`src/core/startup_pkg.sv`:
```
// Shared constants and types for the converter start-up link.
package startup_pkg;

  localparam int unsigned CLK_PERIOD_NS        = 40;
  localparam int unsigned SOFT_RESET_WAIT_NS   = 1000;
  localparam int unsigned SOFT_RESET_WAIT_CYC  =
    (SOFT_RESET_WAIT_NS + CLK_PERIOD_NS - 1) / CLK_PERIOD_NS;

  localparam int unsigned MODE_W               = 5;
  localparam int unsigned KM1_W                = 8;
  localparam int unsigned THR_W                = 8;
  localparam int unsigned SAMPLE_W             = 12;
  localparam int unsigned CNT_W                = 8;

  localparam logic [CNT_W-1:0]  CAL_RUN_CYC      = 8'h40;
  localparam logic [CNT_W-1:0]  OFFSET_CAL_CYC   = 8'h20;
  localparam logic [CNT_W-1:0]  ILA_MULTIFRAMES  = 8'h04;
  localparam logic [CNT_W-1:0]  CGS_HOLD_CYC     = 8'h04;
  localparam logic [CNT_W-1:0]  WAIT_CYC         = 8'(SOFT_RESET_WAIT_CYC);

  localparam logic [MODE_W-1:0] MODE_RESET       = 5'h00;
  localparam logic [KM1_W-1:0]  KM1_RESET        = 8'h1f;
  localparam logic [THR_W-1:0]  THR_RESET        = 8'hff;

  typedef enum logic [1:0] {
    LANE_OFF  = 2'h0,
    LANE_CGS  = 2'h1,
    LANE_ILA  = 2'h2,
    LANE_DATA = 2'h3
  } lane_status_type;

endpackage

```
`src/core/startup_if.sv`:
```
// Control, sync and status wires between host and converter.
`timescale 1ns/1ps
interface startup_if;
  logic                                 soft_reset;
  logic                                 link_enable;
  logic                                 cal_enable;
  logic [startup_pkg::MODE_W-1:0]       link_mode_select;
  logic [startup_pkg::KM1_W-1:0]        multiframe_len_minus_one;
  logic                                 sync_sel;
  logic                                 cal_background;
  logic                                 offset_cal_enable;
  logic                                 overrange_enable;
  logic [startup_pkg::THR_W-1:0]        overrange_threshold;
  logic                                 calibration_sw_trigger;
  logic                                 single_ended_sync_input_n;
  logic                                 timestamp_sync_n;
  startup_pkg::lane_status_type         lane_status;
  logic                                 cal_busy;

  modport device (
    input  soft_reset, link_enable, cal_enable, link_mode_select,
           multiframe_len_minus_one, sync_sel, cal_background,
           offset_cal_enable, overrange_enable, overrange_threshold,
           calibration_sw_trigger, single_ended_sync_input_n, timestamp_sync_n,
    output lane_status, cal_busy
  );

  modport host (
    output soft_reset, link_enable, cal_enable, link_mode_select,
           multiframe_len_minus_one, sync_sel, cal_background,
           offset_cal_enable, overrange_enable, overrange_threshold,
           calibration_sw_trigger, single_ended_sync_input_n, timestamp_sync_n,
    input  lane_status, cal_busy
  );
endinterface

```
`src/core/startup_host.sv`:
```
// Host end: start-up sequencer plus the receiver's sync request.
//
// Behaviour
// - Start only once the device clock is stable.
// - Pulse soft reset, then wait 1 us.
// - Link enable low halts the link machine.
// - Calibration enable low halts calibration machine.
// - Program link mode while both machines halted.
// - Multiframe length field holds frames minus one.
// - Choose single-ended or timestamp sync source.
// - Set calibration mode and offset while halted.
// - Enable calibration before re-enabling the link.
// - Optionally set overrange before link restart.
// - Link enable high restarts the link machine.
// - Receiver asserts and releases the sync request.
// - Trigger low then high starts a calibration.
`timescale 1ns/1ps
module startup_host (
  input  wire logic                              core_clk,
  input  wire logic                              reset,
  startup_if.host                                ctl,
  input  wire logic                              start,
  input  wire logic                              clk_stable,
  input  wire logic [startup_pkg::MODE_W-1:0]    cfg_mode,
  input  wire logic [startup_pkg::KM1_W:0]       cfg_frames_per_mf,
  input  wire logic                              cfg_sync_sel,
  input  wire logic                              cfg_cal_background,
  input  wire logic                              cfg_offset_cal,
  input  wire logic                              cfg_ovr_enable,
  input  wire logic [startup_pkg::THR_W-1:0]     cfg_ovr_threshold,
  input  wire logic                              resync,
  output logic                                   busy,
  output logic                                   done,
  output logic                                   link_up
);

  typedef enum logic [12:0] {
    ST_IDLE      = 13'b0000000000001,
    ST_WAIT_CLK  = 13'b0000000000010,
    ST_RESET     = 13'b0000000000100,
    ST_RST_WAIT  = 13'b0000000001000,
    ST_HALT_LINK = 13'b0000000010000,
    ST_HALT_CAL  = 13'b0000000100000,
    ST_LINK_CFG  = 13'b0000001000000,
    ST_CAL_CFG   = 13'b0000010000000,
    ST_CAL_ON    = 13'b0000100000000,
    ST_OVR_CFG   = 13'b0001000000000,
    ST_LINK_ON   = 13'b0010000000000,
    ST_TRIG_LOW  = 13'b0100000000000,
    ST_TRIG_HIGH = 13'b1000000000000
  } seq_state_type;

  seq_state_type                   seq_q;
  logic [startup_pkg::CNT_W-1:0]   wait_q;
  logic [startup_pkg::CNT_W-1:0]   cgs_q;
  logic                            sync_n_q;

  // Sequencer waits for start, a stable clock and the reset delay, then walks the remaining steps one per cycle.
  always_ff @(posedge core_clk) begin
    if (reset) begin
      seq_q  <= ST_IDLE;
      wait_q <= '0;
    end else begin
      unique case (seq_q)
        ST_IDLE: begin
          if (start) begin
            seq_q <= ST_WAIT_CLK;
          end
        end
        ST_WAIT_CLK: begin
          if (clk_stable) begin
            seq_q <= ST_RESET;
          end
        end
        ST_RESET: begin
          wait_q <= startup_pkg::WAIT_CYC - 8'h01;
          seq_q  <= ST_RST_WAIT;
        end
        ST_RST_WAIT: begin
          if (wait_q == 8'h00) begin
            seq_q <= ST_HALT_LINK;
          end else begin
            wait_q <= wait_q - 8'h01;
          end
        end
        ST_HALT_LINK: seq_q <= ST_HALT_CAL;
        ST_HALT_CAL:  seq_q <= ST_LINK_CFG;
        ST_LINK_CFG:  seq_q <= ST_CAL_CFG;
        ST_CAL_CFG:   seq_q <= ST_CAL_ON;
        ST_CAL_ON:    seq_q <= ST_OVR_CFG;
        ST_OVR_CFG:   seq_q <= ST_LINK_ON;
        ST_LINK_ON:   seq_q <= ST_TRIG_LOW;
        ST_TRIG_LOW:  seq_q <= ST_TRIG_HIGH;
        ST_TRIG_HIGH: seq_q <= ST_IDLE;
      endcase
    end
  end

  always_ff @(posedge core_clk) begin
    if (reset) begin
      ctl.soft_reset <= 1'b0;
    end else begin
      ctl.soft_reset <= (seq_q == ST_RESET);
    end
  end

  // Enables of the two device state machines.
  always_ff @(posedge core_clk) begin
    if (reset) begin
      ctl.link_enable <= 1'b0;
      ctl.cal_enable  <= 1'b0;
    end else begin
      if (seq_q == ST_HALT_LINK) begin
        ctl.link_enable <= 1'b0;
      end else if (seq_q == ST_LINK_ON) begin
        ctl.link_enable <= 1'b1;
      end
      if (seq_q == ST_HALT_CAL) begin
        ctl.cal_enable <= 1'b0;
      end else if (seq_q == ST_CAL_ON) begin
        ctl.cal_enable <= 1'b1;
      end
    end
  end

  // Link settings are written with both machines halted.
  always_ff @(posedge core_clk) begin
    if (reset) begin
      ctl.link_mode_select         <= startup_pkg::MODE_RESET;
      ctl.multiframe_len_minus_one <= startup_pkg::KM1_RESET;
      ctl.sync_sel                 <= 1'b0;
    end else if (seq_q == ST_LINK_CFG) begin
      ctl.link_mode_select         <= cfg_mode;
      ctl.multiframe_len_minus_one <= 8'(cfg_frames_per_mf - 9'h001);
      ctl.sync_sel                 <= cfg_sync_sel;
    end
  end

  always_ff @(posedge core_clk) begin
    if (reset) begin
      ctl.cal_background    <= 1'b0;
      ctl.offset_cal_enable <= 1'b0;
    end else if (seq_q == ST_CAL_CFG) begin
      ctl.cal_background    <= cfg_cal_background;
      ctl.offset_cal_enable <= cfg_offset_cal;
    end
  end

  always_ff @(posedge core_clk) begin
    if (reset) begin
      ctl.overrange_enable    <= 1'b0;
      ctl.overrange_threshold <= startup_pkg::THR_RESET;
    end else if (seq_q == ST_OVR_CFG) begin
      ctl.overrange_enable    <= cfg_ovr_enable;
      ctl.overrange_threshold <= cfg_ovr_threshold;
    end
  end

  // Software trigger goes low, then high, to start a calibration.
  always_ff @(posedge core_clk) begin
    if (reset) begin
      ctl.calibration_sw_trigger <= 1'b0;
    end else if (seq_q == ST_TRIG_LOW) begin
      ctl.calibration_sw_trigger <= 1'b0;
    end else if (seq_q == ST_TRIG_HIGH) begin
      ctl.calibration_sw_trigger <= 1'b1;
    end
  end

  // Receiver holds sync low until the lanes show a steady CGS.
  always_ff @(posedge core_clk) begin
    if (reset) begin
      sync_n_q <= 1'b0;
      cgs_q    <= '0;
    end else if (!ctl.link_enable || resync) begin
      sync_n_q <= 1'b0;
      cgs_q    <= '0;
    end else if (!sync_n_q) begin
      if (ctl.lane_status != startup_pkg::LANE_CGS) begin
        cgs_q <= '0;
      end else if (cgs_q == startup_pkg::CGS_HOLD_CYC - 8'h01) begin
        sync_n_q <= 1'b1;
      end else begin
        cgs_q <= cgs_q + 8'h01;
      end
    end
  end

  // Only the selected sync pin carries the request; the other rests high.
  assign ctl.single_ended_sync_input_n = sync_n_q | ctl.sync_sel;
  assign ctl.timestamp_sync_n          = sync_n_q | ~ctl.sync_sel;

  always_ff @(posedge core_clk) begin
    if (reset) begin
      busy    <= 1'b0;
      done    <= 1'b0;
      link_up <= 1'b0;
    end else begin
      busy    <= (seq_q != ST_IDLE);
      done    <= (seq_q == ST_TRIG_HIGH);
      link_up <= (ctl.lane_status == startup_pkg::LANE_DATA);
    end
  end

endmodule

```
`src/flat_wrapper.sv`:
```
// flat-port wrapper written by rule: the top's interface ports become plain ports
module startup_host_flat 
  (core_clk, reset, start, clk_stable, cfg_mode, cfg_frames_per_mf, cfg_sync_sel, cfg_cal_background, cfg_offset_cal, cfg_ovr_enable, cfg_ovr_threshold, resync, busy, done, link_up, ctl_soft_reset, ctl_link_enable, ctl_cal_enable, ctl_link_mode_select, ctl_multiframe_len_minus_one, ctl_sync_sel, ctl_cal_background, ctl_offset_cal_enable, ctl_overrange_enable, ctl_overrange_threshold, ctl_calibration_sw_trigger, ctl_single_ended_sync_input_n, ctl_timestamp_sync_n, ctl_lane_status, ctl_cal_busy);
  startup_if ctl_i ();
  input  wire logic core_clk;
  input  wire logic reset;
  input  wire logic start;
  input  wire logic clk_stable;
  input  wire logic [startup_pkg::MODE_W-1:0] cfg_mode;
  input  wire logic [startup_pkg::KM1_W:0] cfg_frames_per_mf;
  input  wire logic cfg_sync_sel;
  input  wire logic cfg_cal_background;
  input  wire logic cfg_offset_cal;
  input  wire logic cfg_ovr_enable;
  input  wire logic [startup_pkg::THR_W-1:0] cfg_ovr_threshold;
  input  wire logic resync;
  output logic busy;
  output logic done;
  output logic link_up;
  output wire logic [$bits(ctl_i.soft_reset)-1:0] ctl_soft_reset;
  output wire logic [$bits(ctl_i.link_enable)-1:0] ctl_link_enable;
  output wire logic [$bits(ctl_i.cal_enable)-1:0] ctl_cal_enable;
  output wire logic [$bits(ctl_i.link_mode_select)-1:0] ctl_link_mode_select;
  output wire logic [$bits(ctl_i.multiframe_len_minus_one)-1:0] ctl_multiframe_len_minus_one;
  output wire logic [$bits(ctl_i.sync_sel)-1:0] ctl_sync_sel;
  output wire logic [$bits(ctl_i.cal_background)-1:0] ctl_cal_background;
  output wire logic [$bits(ctl_i.offset_cal_enable)-1:0] ctl_offset_cal_enable;
  output wire logic [$bits(ctl_i.overrange_enable)-1:0] ctl_overrange_enable;
  output wire logic [$bits(ctl_i.overrange_threshold)-1:0] ctl_overrange_threshold;
  output wire logic [$bits(ctl_i.calibration_sw_trigger)-1:0] ctl_calibration_sw_trigger;
  output wire logic [$bits(ctl_i.single_ended_sync_input_n)-1:0] ctl_single_ended_sync_input_n;
  output wire logic [$bits(ctl_i.timestamp_sync_n)-1:0] ctl_timestamp_sync_n;
  input wire logic [$bits(ctl_i.lane_status)-1:0] ctl_lane_status;
  input wire logic [$bits(ctl_i.cal_busy)-1:0] ctl_cal_busy;
  assign ctl_soft_reset = ctl_i.soft_reset;
  assign ctl_link_enable = ctl_i.link_enable;
  assign ctl_cal_enable = ctl_i.cal_enable;
  assign ctl_link_mode_select = ctl_i.link_mode_select;
  assign ctl_multiframe_len_minus_one = ctl_i.multiframe_len_minus_one;
  assign ctl_sync_sel = ctl_i.sync_sel;
  assign ctl_cal_background = ctl_i.cal_background;
  assign ctl_offset_cal_enable = ctl_i.offset_cal_enable;
  assign ctl_overrange_enable = ctl_i.overrange_enable;
  assign ctl_overrange_threshold = ctl_i.overrange_threshold;
  assign ctl_calibration_sw_trigger = ctl_i.calibration_sw_trigger;
  assign ctl_single_ended_sync_input_n = ctl_i.single_ended_sync_input_n;
  assign ctl_timestamp_sync_n = ctl_i.timestamp_sync_n;
  assign ctl_i.lane_status = ctl_lane_status;
  assign ctl_i.cal_busy = ctl_cal_busy;
  startup_host u_core (.core_clk(core_clk), .reset(reset), .ctl(ctl_i), .start(start), .clk_stable(clk_stable), .cfg_mode(cfg_mode), .cfg_frames_per_mf(cfg_frames_per_mf), .cfg_sync_sel(cfg_sync_sel), .cfg_cal_background(cfg_cal_background), .cfg_offset_cal(cfg_offset_cal), .cfg_ovr_enable(cfg_ovr_enable), .cfg_ovr_threshold(cfg_ovr_threshold), .resync(resync), .busy(busy), .done(done), .link_up(link_up));
endmodule
```
`config.mk`:
```
export PLATFORM = sky130hd
export DESIGN_NAME = startup_host_flat
export DESIGN_NICKNAME = d
export VERILOG_FILES = /design/src/core/startup_pkg.sv /design/src/core/startup_if.sv /design/src/core/startup_host.sv /design/src/flat_wrapper.sv
export SDC_FILE = /design/constraint.sdc
export NUM_CORES = 1
export LEC_CHECK = 0
export BUFFER_PORTS_ARGS = -buffer_cell sky130_fd_sc_hd__clkbuf_2
export CORE_ASPECT_RATIO = 1.25
export CORE_MARGIN = 3
export CORE_UTILIZATION = 46
export CTS_BUF_LIST = sky130_fd_sc_hd__clkbuf_16
export DETAILED_ROUTE_END_ITERATION = 7
export MAX_ROUTING_LAYER = met4
export PLACE_DENSITY = 0.75
export SETUP_SLACK_MARGIN = 0.15
export SYNTH_ARGS = -nofsm -noshare
export SYNTH_HDL_FRONTEND = slang
export SYNTH_SLANG_ARGS = --single-unit
export TNS_END_PERCENT = 100
```
`constraint.sdc`:
```
create_clock -name core_clk -period 6.45 [get_ports core_clk]
set_input_delay 0.9675 -clock core_clk [delete_from_list [all_inputs] [get_ports core_clk]]
set_output_delay 0.9675 -clock core_clk [all_outputs]
set_load 0.02 [all_outputs]
```
# --- Word-level counts from Yosys, hierarchy flattened ---
# Index checks and enable logic that the tools add are counted.
word_totals:
  n_memories: 0
  ramBits: 0
  ff_bits: 62
  out_inout_bits: 34
  input_bits: 34
  latchBits: 0
  mem_bits_ro: 0
  elab_cells: 69
op_classes:
  n_addsub: 3
  order_cmp: 0
  shift: 0
  muxes: 11
  n_eq_ne: 22
  reduce_logical: 11
  div: 0
  multipliers: 0
  bitwise: 4
ops:
  columns: ["op", "count"]
  rows:
  - ["$pmux 13 s13", 1]
  - ["$mux 13", 3]
  - ["$mux 8", 3]
  - ["$pmux 8 s2", 1]
  - ["$sub 8x1->8 const B", 2]
  - ["$eq 13x1->1 const B", 1]
  - ["$eq 13x10->1 const B", 1]
  - ["$eq 13x11->1 const B", 1]
  - ["$eq 13x12->1 const B", 1]
  - ["$eq 13x13->1 const B", 1]
  - ["$eq 13x2->1 const B", 1]
  - ["$eq 13x3->1 const B", 1]
  - ["$eq 13x4->1 const B", 1]
  - ["$eq 13x5->1 const B", 1]
  - ["$eq 13x6->1 const B", 1]
  - ["$eq 13x7->1 const B", 1]
  - ["$eq 13x8->1 const B", 1]
  - ["$eq 13x9->1 const B", 1]
  - ["$ne 13x1->1 const B", 1]
  - ["$add 8x1->8 const B", 1]
  - ["$eq 8x2->1 const B", 1]
  - ["$logic_not 8->1", 1]
  - ["$reduce_or 2->1", 4]
  - ["$ne 2x1->1 const B", 3]
  - ["other kinds (10)", 17]

# --- Longest topological paths before layout ---
# Gate-level depths: netlist (run 1).
depth:
  ltp_word: 4
  mapped_depth: 8
  mapped_depth_nobuf: 6

# --- Worst setup path after synthesis (run 1) ---
# Ideal clock, no wire load.
synth_timing:
  path_kind: "register to register"
  from: "register u_core.seq_q[5]"
  to: "register u_core.seq_q[12]"
  required_ps: 6320
  path_stages_with_launch: 9
  period_less_slack_ps: 2144
  setup_ps: 130
  n_path_buf: 3
  t_arrival_ps: 2014
  setup_slack_ps: 4306
  path_cell_list: "dfxtp_1 -> buf_6 -> or4_4 -> buf_6 -> or3_1 -> nor4_1 -> a211o_1 -> buf_6 -> nor4b_1"
synth_between:
  elab_chain_len: 3
  elab_cells_between_ends: 18
  classes_between: "16 x eq/ne; 1 x mux; 1 x reduce/logical"
synth_rtl:
  columns: ["element", "line_no", "text"]
  rows:
  - ["start, declared", "startup_host.sv:53", "seq_state_type seq_q;"]
  - ["start signal, assigned", "startup_host.sv:61", "seq_q <= ST_IDLE;"]
  - ["start signal, assigned", "startup_host.sv:67", "seq_q <= ST_WAIT_CLK;"]
  - ["start signal, assigned", "startup_host.sv:72", "seq_q <= ST_RESET;"]
  - ["$eq 13x4->1, or another cell as far along", "startup_host.sv:64", "unique case (seq_q)"]
  - ["$ne 2x1->1 (no line) / $ne 2x2->1 (equally long branches)", null, null]
  - ["$reduce_and 3->1 (no line)", null, null]
# Several ways; a longest one is shown, not always the timed one.
# A chain may end at the register's enable or synchronous reset.

# --- Worst setup path after layout (run 1) ---
layout_timing:
  from: "register u_core.seq_q[3]"
  to: "register u_core.seq_q[1]"
# Same word-level chain as after synthesis.

==> results of run 1 <==
[cell type report]
cell class | count | share of cell area
Sequential cell | 62 | 0.367
Timing Repair Buffer | 65 | 0.0962
Inverter | 7 | 0.00777
Tap cell | 64 | 0.0237
Clock inverter | 7 | 0.0263
Multi-Input combinational cell | 235 | 0.413
Clock buffer | 9 | 0.0666
[how the worst min path moves through the flow]
stage | startpoint | endpoint | depth (start not counted)
after floorplan | u_core.wait_q[5] | u_core.wait_q[5] | 2
after global placement | u_core.ctl.link_mode_select[1] | u_core.ctl.link_mode_select[1] | 2
after detailed placement | u_core.ctl.link_mode_select[1] | u_core.ctl.link_mode_select[1] | 2
after CTS | u_core.ctl.link_mode_select[4] | u_core.ctl.link_mode_select[4] | 2
after global routing | u_core.ctl.link_mode_select[4] | u_core.ctl.link_mode_select[4] | 2
final | u_core.ctl.overrange_enable | u_core.ctl.overrange_enable | 2
[logic make-up (layout without fill, tap and decap cells)]
kind of cell,after synthesis,count (layout)
DFF,62,62
buffers and inverters,25,88
adders and majority gates,4,4
muxes,3,3
and+or+nand+nor,167,167
xor gates and xnor gates,18,18
AOI/OAI and AO/OA,43,43
[metal layers]
layer | part of all wire | global-route usage | vias to the layer above
li1 | - | - | 1240
met1 | 0.42 | 0.215 | 1149
met2 | 0.51 | 0.302 | 55
met3 | 0.046 | 0.0413 | 15
met4 | 0.026 | 0.0962 | 0
met5 | 0 | - | -
[synth_stat cells, drive strengths merged, types with 2 or more instances]
master | instances | area share
dfxtp | 62 | 0.45
nand2 | 46 | 0.064
nor2 | 44 | 0.060
a21oi | 19 | 0.034
nand3 | 14 | 0.025
xor2 | 12 | 0.038
clkbuf | 11 | 0.015
nand3b | 11 | 0.030
nor3 | 9 | 0.018
nor4 | 8 | 0.028
a211o | 7 | 0.022
buf | 7 | 0.019
inv | 7 | 0.0095
xnor2 | 6 | 0.019
nor4b | 5 | 0.016
o21ai | 5 | 0.0091
ha | 4 | 0.018
nor2b | 4 | 0.0091
or3 | 4 | 0.0091
a211oi | 3 | 0.0082
a31oi | 3 | 0.0068
nand2b | 3 | 0.0068
nand4 | 3 | 0.0068
nand4b | 3 | 0.0095
nor3b | 3 | 0.0082
or4 | 3 | 0.0095
or4b | 3 | 0.011
mux2i | 2 | 0.0073
o211ai | 2 | 0.0054
o31ai | 2 | 0.0054
or2 | 2 | 0.0045
[worst reg2reg max path, delay by kind of cell, from the launching register on]
family / cells / cell delay [ns]
AO/OA/AOI/OAI: 1 / 0.25
AND/OR/NAND/NOR: 4 / 1.80
flip-flops: 1 / 0.37
[sequential cells by signal (all words and copies together) (netlist names), 5 cells and up]
name,cells
u_core.cgs_q,8
u_core.ctl.link_mode_select,5
u_core.ctl.multiframe_len_minus_one,8
u_core.ctl.overrange_threshold,8
u_core.seq_q,13
u_core.wait_q,8
[per-stage QoR]
stage	hold slack [ns]	worst slack, ns	area [um2]
finish	0.455	3.92	3380
global route	0.472	3.73	3380
CTS	0.455	3.90	3380
detailed placement	0.447	3.89	3070
global placement	0.438	3.93	3070
floorplan	0.456	4.31	2760
[power by group through the flow]
stage               Sequential [uW]  Combinational [uW]  Clock (uW)
floorplan                       396                28.5           0
CTS                             390                42.2         506
detailed placement              398                42.2           0
finish                          390                41.9         497
global route                    390                47.1         521
global placement                398                41.3           0
==> summary.txt, run 1 <==
Global routing
  • Grt ovf: 0
  • First-pass GRT wire length: just under 10000 um
  • Initial antenna violation count: 0
  • Largest net degree at the start of global routing: 46
  • Vias in the first global route: 2295
  • Tot GR Track Use: 0.188

Worst setup path
  • Startpoint types: register
  • Reg2reg setup slack: 3.92 ns
  • FF-to-FF path depth: 5
  • Critical path depth in cells: 5
  • Critical Path Sink Type: register
  • Top cell family by delay on the critical path: simple AND/OR/NAND/NOR gates
  • Slowest-stage cell, CP: nor4_2
  • Crit-path max FO: 13
  • CP max stage delay: between 0.9 and 1 ns
  • Worst path most repeated cell: nor2_1
  • Arrival @ worst endpoint: roughly 2.7 ns
  • CP Class: register to register
  • Crit-path cells: or4_1, nor4_2, nor2_1, a41oi_1, nor2_1
  • WP buf/inv: 0
  • Origin of the critical flop-to-flop path: u_core.seq_q[3]
  • Crit path from: u_core.seq_q[3]
  • Worst Setup EP: u_core.seq_q[1]
  • WP data required: 6.66 ns
  • Reg-to-reg endpoint: u_core.seq_q[1]

Timing
  • Slew headroom: 0.245
  • Peak Freq: between 0.3 and 0.4 GHz
  • Clk_skew: around 0.0061 ns
  • Final hold vios: 0
  • RSZ-0062 raised after global routing: false
  • Slew Viols, Final: 0
  • Tightest Pin Transition: about 1.1 ns
  • Final number of setup-violating endpoints: 0
  • Setup TNS: 0 ns
  • Final worst-path cycle share: 0.392
  • Tmin final: approximately 2.5 ns

Yosys
  • Compound-Gate Fraction of Synth Area: 0.0980
  • Seq/Total Area, Yosys: 0.450
  • Count of flip-flops with a built-in enable after synthesis: 0
  • Mapped cell area: about 2800 um2
  • Mux cell area share after synthesis: 0.0113
  • Combinational family with the most area after synthesis: simple AND/OR/NAND/NOR gates
  • Synth Register Bits: between 60 and 70
  • Share of flip-flops with an asynchronous set or reset: 0
  • Ys flop type: dfxtp_1
  • Synth warn: 0
  • Adder-cell share of the synthesized area: 0.0181
  • Synth Area in Simple Gates: 0.321
  • Syn Area/Cell: 8.56 um2
  • Post-synthesis cell type count: 45
  • Post-Synthesis Net Count: 360
  • Synthesized instance count: between 300 and 400
  • Post-Synth XOR/XNOR Area: 0.0572

Die
  • DIE WIDTH: about 75 um
  • # IOs: about 70
  • Die ar.: roughly 7000 um2
  • Core box area: 5630 um2
  • # rows: 30
  • Starting Density: 0.490
  • Die Height: between 90 and 100 um

Job
  • Max-cap check violation count: 0

Finish
  • Area Growth Syn to Fin: 22.6%
  • Final Util: 0.601
  • Footprint of the multi-input gates: between 1000 and 1500 um2
  • Diodes inserted: 0
  • Commonest cells after routing, fill and taps aside: clkbuf_2 (65), dfxtp_1 (62), nand2_1 (45)
  • Storage element area: 1240 um2
  • # fillers: ~500
  • Final Instance Count excl. Fillers: roughly 450
  • Net count reported at finish: 418
  • Commonest non-fill, non-tap cell in the layout: clkbuf_2
  • Share of cells above drive strength 1: 0.234

Power
  • Switch Pwr: 190 uW
  • Net Sw Frac: 0.204
  • Pint: between 700 and 800 uW
  • Peak supply drop: between 100 and 150 uV
  • Total Power: ~930 uW
  • Clock Power Share: 0.535
  • Pleak: roughly 0.0014 uW
  • Part of the power in registers: 0.420
  • Cell Pwr Density: between 200 and 300 nW/um2
  • Comb power frac: 0.045

Clocking
  • CTS Buf Count: 9
  • CTS tree: done
  • CTS Sinks: 62
  • H-Tree Depth: 3
  • Clk root buf: clkbuf_16
  • Cts repair resizes: 0
  • Post-CTS setup buffers: 0
  • Worst-path clk slew: roughly 0.050 ns
  • Clk buf depth: 2
  • CTS Hold Bufs: 0
  • Worst skew pair latency: around 0.32 ns

Route
  • Drt total wl: ~6000 um
  • Remaining DRCs: 0
  • First drt pass iteration count: 4
  • Routed Antenna Nets: 0
  • Vias per inst: ~5.5
  • Drt initial violations: 80
  • Avg WL per Cell: 13.3 um
  • DR vias: roughly 2500

Outcome
  • Status: finished clean

Hold path
  • Hold WC Path Type: register to register

Placed design
  • Placed Cells: 433
  • Input/output buffers: 65
  • Final Wtd Congestion: around 0.81
  • Final HPWL DP: roughly 4200 um
Power figures use the tool's default switching activity.
==> run 2, diff against run 1 <==
clock period = 2.5 ns   (was 6.45 ns; I/O delays follow)
==> run 2 against run 1 <==
Via count is essentially flat. Highest routed layer unchanged. Final cell count is 1.3% higher. Count of clock-buffer cells in the layout stayed put. Sequential cell count did not move. Combinational power rose to 2.7 times the previous value. Register-to-register slack lost 3.6 ns. Non-clock buffer count up 6.
==> summary.txt, run 2 (synthesis results as in run 1) <==
Route
  • Routed Antenna Nets: 0 (unchanged)
  • First drt pass iteration count: 4 (unchanged)
  • DR vias: 2460 (was 2459)
  • Drt initial violations: 90 (was 80)
  • Drt total wl: 6060 um (was 5990 um)
  • Remaining DRCs: 0 (unchanged)
  • Vias per inst: 5.41 (was 5.48)
  • Avg WL per Cell: 13.3 um (about the same)

Hold path
  • Hold WC Path Type: input pin to register (was register to register)
  • Hold path startpoint: ctl_lane_status[0] (was u_core.ctl.overrange_enable)
  • Hold Crit Depth: 3 (was 2)
  • Min-Delay Endpoint: u_core.link_up (was u_core.ctl.overrange_enable)

Finish
  • Commonest non-fill, non-tap cell in the layout: clkbuf_2 (unchanged)
  • Area Growth Syn to Fin: 24.8% (was 22.6%)
  • Commonest cells after routing, fill and taps aside: clkbuf_2 (65), dfxtp_1 (62), nand2_1 (45) (unchanged)
  • Share of cells above drive strength 1: 0.253 (was 0.234)
  • # fillers: 496 (unchanged)
  • Net count reported at finish: 424 (was 418)
  • Diodes inserted: 0 (unchanged)
  • Max reg flops: 13 (unchanged)
  • Top reg by flops: u_core.seq_q (unchanged)

Clocking
  • Clk root buf: clkbuf_16 (unchanged)
  • Worst skew pair latency: 0.33 ns (was 0.32 ns)
  • Clk buf depth: 2 (unchanged)
  • CTS Sinks: 62 (unchanged)
  • H-Tree Depth: 3 (unchanged)
  • Worst-path clk slew: 0.05 ns (about the same)
  • CTS tree: done (unchanged)
  • CTS Buf Count: 9 (unchanged)

Global routing
  • Largest net degree at the start of global routing: 31 (was 46)
  • Vias in the first global route: 2384 (was 2295)
  • Grt ovf: 0 (unchanged)
  • Initial antenna violation count: 0 (unchanged)
  • Tot GR Track Use: 0.192 (was 0.188)
  • First-pass GRT wire length: 10100 um (was 9940 um)

Power
  • Pleak: 0.00142 uW (was 0.00139 uW)
  • Cell Pwr Density: 707 nW/um2 (was 275 nW/um2)
  • Part of the power in registers: 0.413 (was 0.420)
  • Clock Power Share: 0.540 (was 0.535)
  • Pint: 1920 uW (was 739 uW)
  • Peak supply drop: 470 uV (was 147 uV)
  • Net Sw Frac: 0.212 (was 0.204)
  • Comb power frac: 0.046 (was 0.045)
  • Switch Pwr: 515 uW (was 190 uW)

Die
  • Starting Density: 0.490 (unchanged)
  • # IOs: 68 (unchanged)
  • Die ar.: 6970 um2 (unchanged)
  • Die Height: 92.6 um (unchanged)
  • DIE WIDTH: 75.3 um (unchanged)
  • # rows: 30 (unchanged)
  • Core box area: 5630 um2 (unchanged)

Worst setup path
  • CP max stage delay: 0.66 ns (was 0.99 ns)
  • Slowest-stage cell, CP: or4b_2 (was nor4_2)
  • Crit path from: u_core.seq_q[3] (unchanged)
  • Crit-path max FO: 8 (was 13)
  • Reg-to-reg endpoint: u_core.wait_q[5] (was u_core.seq_q[1])
  • WP data required: 2.76 ns (was 6.66 ns)
  • CP Class: register to register (unchanged)
  • FF-to-FF path depth: 6 (was 5)
  • Origin of the critical flop-to-flop path: u_core.seq_q[3] (unchanged)
  • Reg2reg setup slack: 0.28 ns (was 3.92 ns)
  • Startpoint types: register (unchanged)
  • Arrival @ worst endpoint: 2.48 ns (was 2.74 ns)
  • Critical Path Sink Type: register (unchanged)
  • Crit-path cells: or4b_2, nor4_4, buf_4, nand2_2, or3_1, a21oi_1 (was or4_1, nor4_2, nor2_1, a41oi_1, nor2_1)

Timing
  • Final worst-path cycle share: 0.889 (was 0.392)
  • Hold WS: 0.256 ns (was 0.455 ns)
  • Clk_skew: 0.00879 ns (was 0.00608 ns)
  • Final hold vios: 0 (unchanged)
  • RSZ-0062 raised after global routing: false (unchanged)
  • Slew Viols, Final: 0 (unchanged)
  • Slew headroom: 0.617 (was 0.245)
  • Peak Freq: 0.450 GHz (was 0.395 GHz)
  • Tightest Pin Transition: 0.573 ns (was 1.12 ns)
  • Setup TNS: 0 ns (unchanged)
  • Final number of setup-violating endpoints: 0 (unchanged)
  • Tmin final: 2.22 ns (was 2.53 ns)

Job
  • Max-cap check violation count: 0 (unchanged)

Placed design
  • Input/output buffers: 65 (unchanged)
  • Final HPWL DP: 4350 um (was 4150 um)
  • Final Wtd Congestion: 0.855 (was 0.813)

Outcome
  • Status: finished clean (unchanged)
-- run 2: worst max-delay path by stage --
stage,cells after the start,slack [ns],to
after floorplan,8,0.36,u_core.seq_q[12]
after global placement,5,0.28,u_core.seq_q[12]
after detailed placement,5,0.22,u_core.seq_q[12]
after CTS,5,0.20,u_core.seq_q[12]
after global routing,5,0.18,u_core.seq_q[7]
final,6,0.28,u_core.wait_q[5]
-- run 2: timing repair --
item                                    4_1_cts  5_1_grt
hold buffers                                  0        0
resized for setup                             0        2
endpoints found under the setup margin        0       12
buffers inserted                              0        1
-- run 2: stage by stage --
stage	total power [uW]	setup slack [ns]	utilization	cells	area [um2]
2_1_floorplan	1100	0.356	-	322	2760
3_3_place_gp	1140	0.282	0.552	438	3110
3_5_place_dp	1140	0.223	0.552	438	3110
4_1_cts	2470	0.197	0.609	454	3430
5_1_grt	2520	0.183	0.611	455	3440
6_report	2430	0.277	0.611	455	3440
-- run 2: critical path: cells and delay by family, from the launching register on --
family	cells	cell delay [ns]
AOI/OAI and AO/OA	1	0.14
buffers and inverters	1	0.19
DFF	1	0.47
and+or+nand+nor	4	1.36
-- run 2: power groups by stage --
stage / logic, uW / clock network, uW / registers, uW
global route: 127 / 1390 / 1010
floorplan: 73.4 / 0 / 1020
finish: 113 / 1320 / 1010
CTS: 113 / 1350 / 1010
detailed placement: 112 / 0 / 1030
global placement: 110 / 0 / 1030
-- run 2: metal layers --
layer,track usage,vias to the layer above,routed length (um)
li1,-,1249,-
met1,0.213,1142,2550
met2,0.305,57,3040
met3,0.0662,12,332
met4,0.0904,0,139
met5,-,-,0
-- run 2: cell type report --
class / count / area (um2) / share of cell area
clock buffer: 9 / 225 / 0.0655
clock inverter: 7 / 96.3 / 0.0280
inverter: 7 / 26.3 / 0.00764
multi-input combinational: 235 / 1400 / 0.407
sequential: 62 / 1240 / 0.361
tap: 64 / 80.1 / 0.0233
timing repair buffer: 71 / 370 / 0.108
==> run 3, diff against run 2 <==
CORE_UTILIZATION = 53   (was 46)
PLACE_DENSITY = 0.84   (was 0.75)
==> run 3 against run 2 <==
Sequential share of layout area up 0.75 points. Die area is 12% lower. Clock power shrank 21%. Critical path type unchanged. Design area down 2.0%. Sequential cell count did not move. Sequential power hardly changed. Critical endpoint is now u_core.seq_q[7]. Global-route usage increased by 1.7 points. Wire length down 1.7%. Largest cell class unchanged. Register-to-register slack improved by 0.03 ns. Count of clock-buffer cells in the layout unchanged. Worst setup slack better by 0.032 ns. Clock skew down 0.0061 ns.
==> summary.txt, run 3 (synthesis results as in run 1) <==
Timing
  • Tightest Pin Transition: 0.545 ns (was 0.573 ns)
  • Final number of setup-violating endpoints: 0 (unchanged)
  • Peak Freq: 0.456 GHz (was 0.450 GHz)
  • Final worst-path cycle share: 0.877 (was 0.889)
  • Clk_skew: 0.00269 ns (was 0.00879 ns)
  • RSZ-0062 raised after global routing: false (unchanged)
  • Slew Viols, Final: 0 (unchanged)
  • Slew headroom: 0.632 (was 0.617)
  • Setup TNS: 0 ns (unchanged)
  • Final hold vios: 0 (unchanged)
  • Tmin final: 2.19 ns (was 2.22 ns)

Finish
  • Final Instance Count excl. Fillers: 451 (was 455)
  • Net count reported at finish: 426 (was 424)
  • Diodes inserted: 0 (unchanged)
  • Share of cells above drive strength 1: 0.246 (was 0.253)
  • Commonest cells after routing, fill and taps aside: clkbuf_2 (65), dfxtp_1 (62), nand2_1 (45) (unchanged)
  • Commonest non-fill, non-tap cell in the layout: clkbuf_2 (unchanged)
  • Area Growth Syn to Fin: 22.2% (was 24.8%)
  • Max reg flops: 13 (unchanged)
  • Top reg by flops: u_core.seq_q (unchanged)

Placed design
  • Final HPWL DP: 4140 um (was 4350 um)
  • Final Wtd Congestion: 0.806 (was 0.855)
  • Input/output buffers: 65 (unchanged)
  • Placed Cells: 434 (was 438)

Worst setup path
  • Top cell family by delay on the critical path: simple AND/OR/NAND/NOR gates (unchanged)
  • CP Class: register to register (unchanged)
  • Slowest-stage cell, CP: or4_4 (was or4b_2)
  • Reg2reg setup slack: 0.31 ns (was 0.28 ns)
  • WP buf/inv: 0 (was 1)
  • Startpoint types: register (unchanged)
  • Origin of the critical flop-to-flop path: u_core.seq_q[5] (was u_core.seq_q[3])
  • Arrival @ worst endpoint: 2.38 ns (was 2.48 ns)
  • Crit-path cells: or4_4, or3_1, nor4_1, a211o_2, nor2_1 (was or4b_2, nor4_4, buf_4, nand2_2, or3_1, a21oi_1)
  • Critical Path Sink Type: register (unchanged)
  • Crit-path max FO: 10 (was 8)
  • Reg-to-reg endpoint: u_core.seq_q[7] (was u_core.wait_q[5])
  • WP data required: 2.69 ns (was 2.76 ns)
  • FF-to-FF path depth: 5 (was 6)
  • CP max stage delay: 0.53 ns (was 0.66 ns)

Power
  • Pleak: 0.00141 uW (was 0.00142 uW)
  • Part of the power in registers: 0.466 (was 0.413)
  • Switch Pwr: 470 uW (was 515 uW)
  • Comb power frac: 0.052 (was 0.046)
  • Net Sw Frac: 0.217 (was 0.212)
  • Pint: 1690 uW (was 1920 uW)
  • Clock Power Share: 0.482 (was 0.540)
  • Cell Pwr Density: 641 nW/um2 (was 707 nW/um2)
  • Peak supply drop: 394 uV (was 470 uV)

Die
  • Die ar.: 6110 um2 (was 6970 um2)
  • Die Height: 86.6 um (was 92.6 um)
  • Core box area: 4870 um2 (was 5630 um2)
  • Starting Density: 0.566 (was 0.490)
  • # IOs: 68 (unchanged)
  • DIE WIDTH: 70.5 um (was 75.3 um)
  • # rows: 28 (was 30)

Route
  • Drt initial violations: 98 (was 90)
  • Routed Antenna Nets: 0 (unchanged)
  • First drt pass iteration count: 5 (was 4)
  • Remaining DRCs: 0 (unchanged)
  • Vias per inst: 5.45 (was 5.41)
  • Avg WL per Cell: 13.2 um (was 13.3 um)
  • Drt total wl: 5960 um (was 6060 um)
  • DR vias: 2456 (was 2460)

Hold path
  • Hold WC Path Type: input pin to register (unchanged)
  • Hold Crit Depth: 3 (unchanged)
  • Min-Delay Endpoint: u_core.link_up (unchanged)
  • Hold path startpoint: ctl_lane_status[0] (unchanged)

Clocking
  • Clk buf depth: 2 (unchanged)
  • Worst-path clk slew: 0.05 ns (about the same)
  • H-Tree Depth: 3 (unchanged)
  • Clk root buf: clkbuf_16 (unchanged)
  • CTS Hold Bufs: 0 (unchanged)
  • CTS Buf Count: 9 (unchanged)
  • Worst skew pair latency: 0.32 ns (was 0.33 ns)
  • CTS tree: done (unchanged)
  • CTS Sinks: 62 (unchanged)

Global routing
  • Largest net degree at the start of global routing: 37 (was 31)
  • First-pass GRT wire length: 9890 um (was 10100 um)
  • Grt ovf: 0 (unchanged)
  • Tot GR Track Use: 0.209 (was 0.192)
  • Initial antenna violation count: 0 (unchanged)
  • Vias in the first global route: 2346 (was 2384)

Job
  • Max-cap check violation count: 0 (unchanged)

Outcome
  • Status: finished clean (unchanged)
## run 3: changes by cell type in the layout (fill, tap and decap cells not counted)
cell,before,now
buf_4,6,8
inv_1,7,9
clkinv_4,1,0
clkinvlp_4,2,0
clkinv_2,0,2
bufinv_16,2,0
inv_6,1,0
nand3_1,13,14
nand3_2,1,0
## run 3: worst reg2reg max path, stage by stage (launching register included)
cell     delay [ns]
dfxtp_1        0.37
or4_4          0.53
or3_1          0.37
nor4_1         0.41
a211o_2        0.30
nor2_1         0.08
## run 3: worst max path at each step
stage                      from               end  slack [ns]  depth (start not counted)
5_1_grt        u_core.seq_q[11]   u_core.seq_q[7]        0.16                          5
6_report        u_core.seq_q[5]   u_core.seq_q[7]        0.31                          5
3_5_place_dp    u_core.seq_q[5]   u_core.seq_q[2]        0.17                          5
2_1_floorplan   u_core.seq_q[5]  u_core.seq_q[12]        0.36                          8
3_3_place_gp    u_core.seq_q[5]  u_core.seq_q[12]        0.24                          5
4_1_cts         u_core.seq_q[5]   u_core.seq_q[7]        0.16                          5
## run 3: power groups by stage
stage	clock [uW]	combinational, uW	sequential, uW
floorplan	0	73.4	1020
global placement	0	109	1030
detailed placement	0	112	1030
CTS	1050	112	1010
global route	1090	125	1010
finish	1040	112	1010
## run 3: final cells by class
class,count,area [um2]
multi-input cells,235,1400
inverters,7,26.3
well taps,60,75.1
flip-flops and latches,62,1240
clock inverters,5,21.3
fillers,399,1500
repair buffers,73,385
clock buffers,9,225
## run 3: what timing repair did
| item | in CTS | in global routing |
|---|---|---|
| setup endpoints to repair | 0 | 12 |
| resized for setup | 0 | 1 |
| setup buffers | 0 | 3 |
## run 3: metrics by stage
stage	setup slack (ns)	utilization	cell area (um2)	total power [uW]	hold WS, ns
floorplan	0.356	-	2760	1100	0.456
global placement	0.239	0.637	3100	1140	0.438
detailed placement	0.172	0.637	3100	1140	0.445
CTS	0.165	0.687	3350	2170	0.255
global route	0.156	0.692	3370	2230	0.277
finish	0.309	0.692	3370	2160	0.261
## run 3: routing by layer
layer	vias to the layer above	global-route usage	part of all wire
met5	-	-	0
met2	60	0.354	0.52
met4	0	0.122	0.013
met1	1138	0.228	0.42
li1	1250	-	-
met3	8	0.0371	0.048
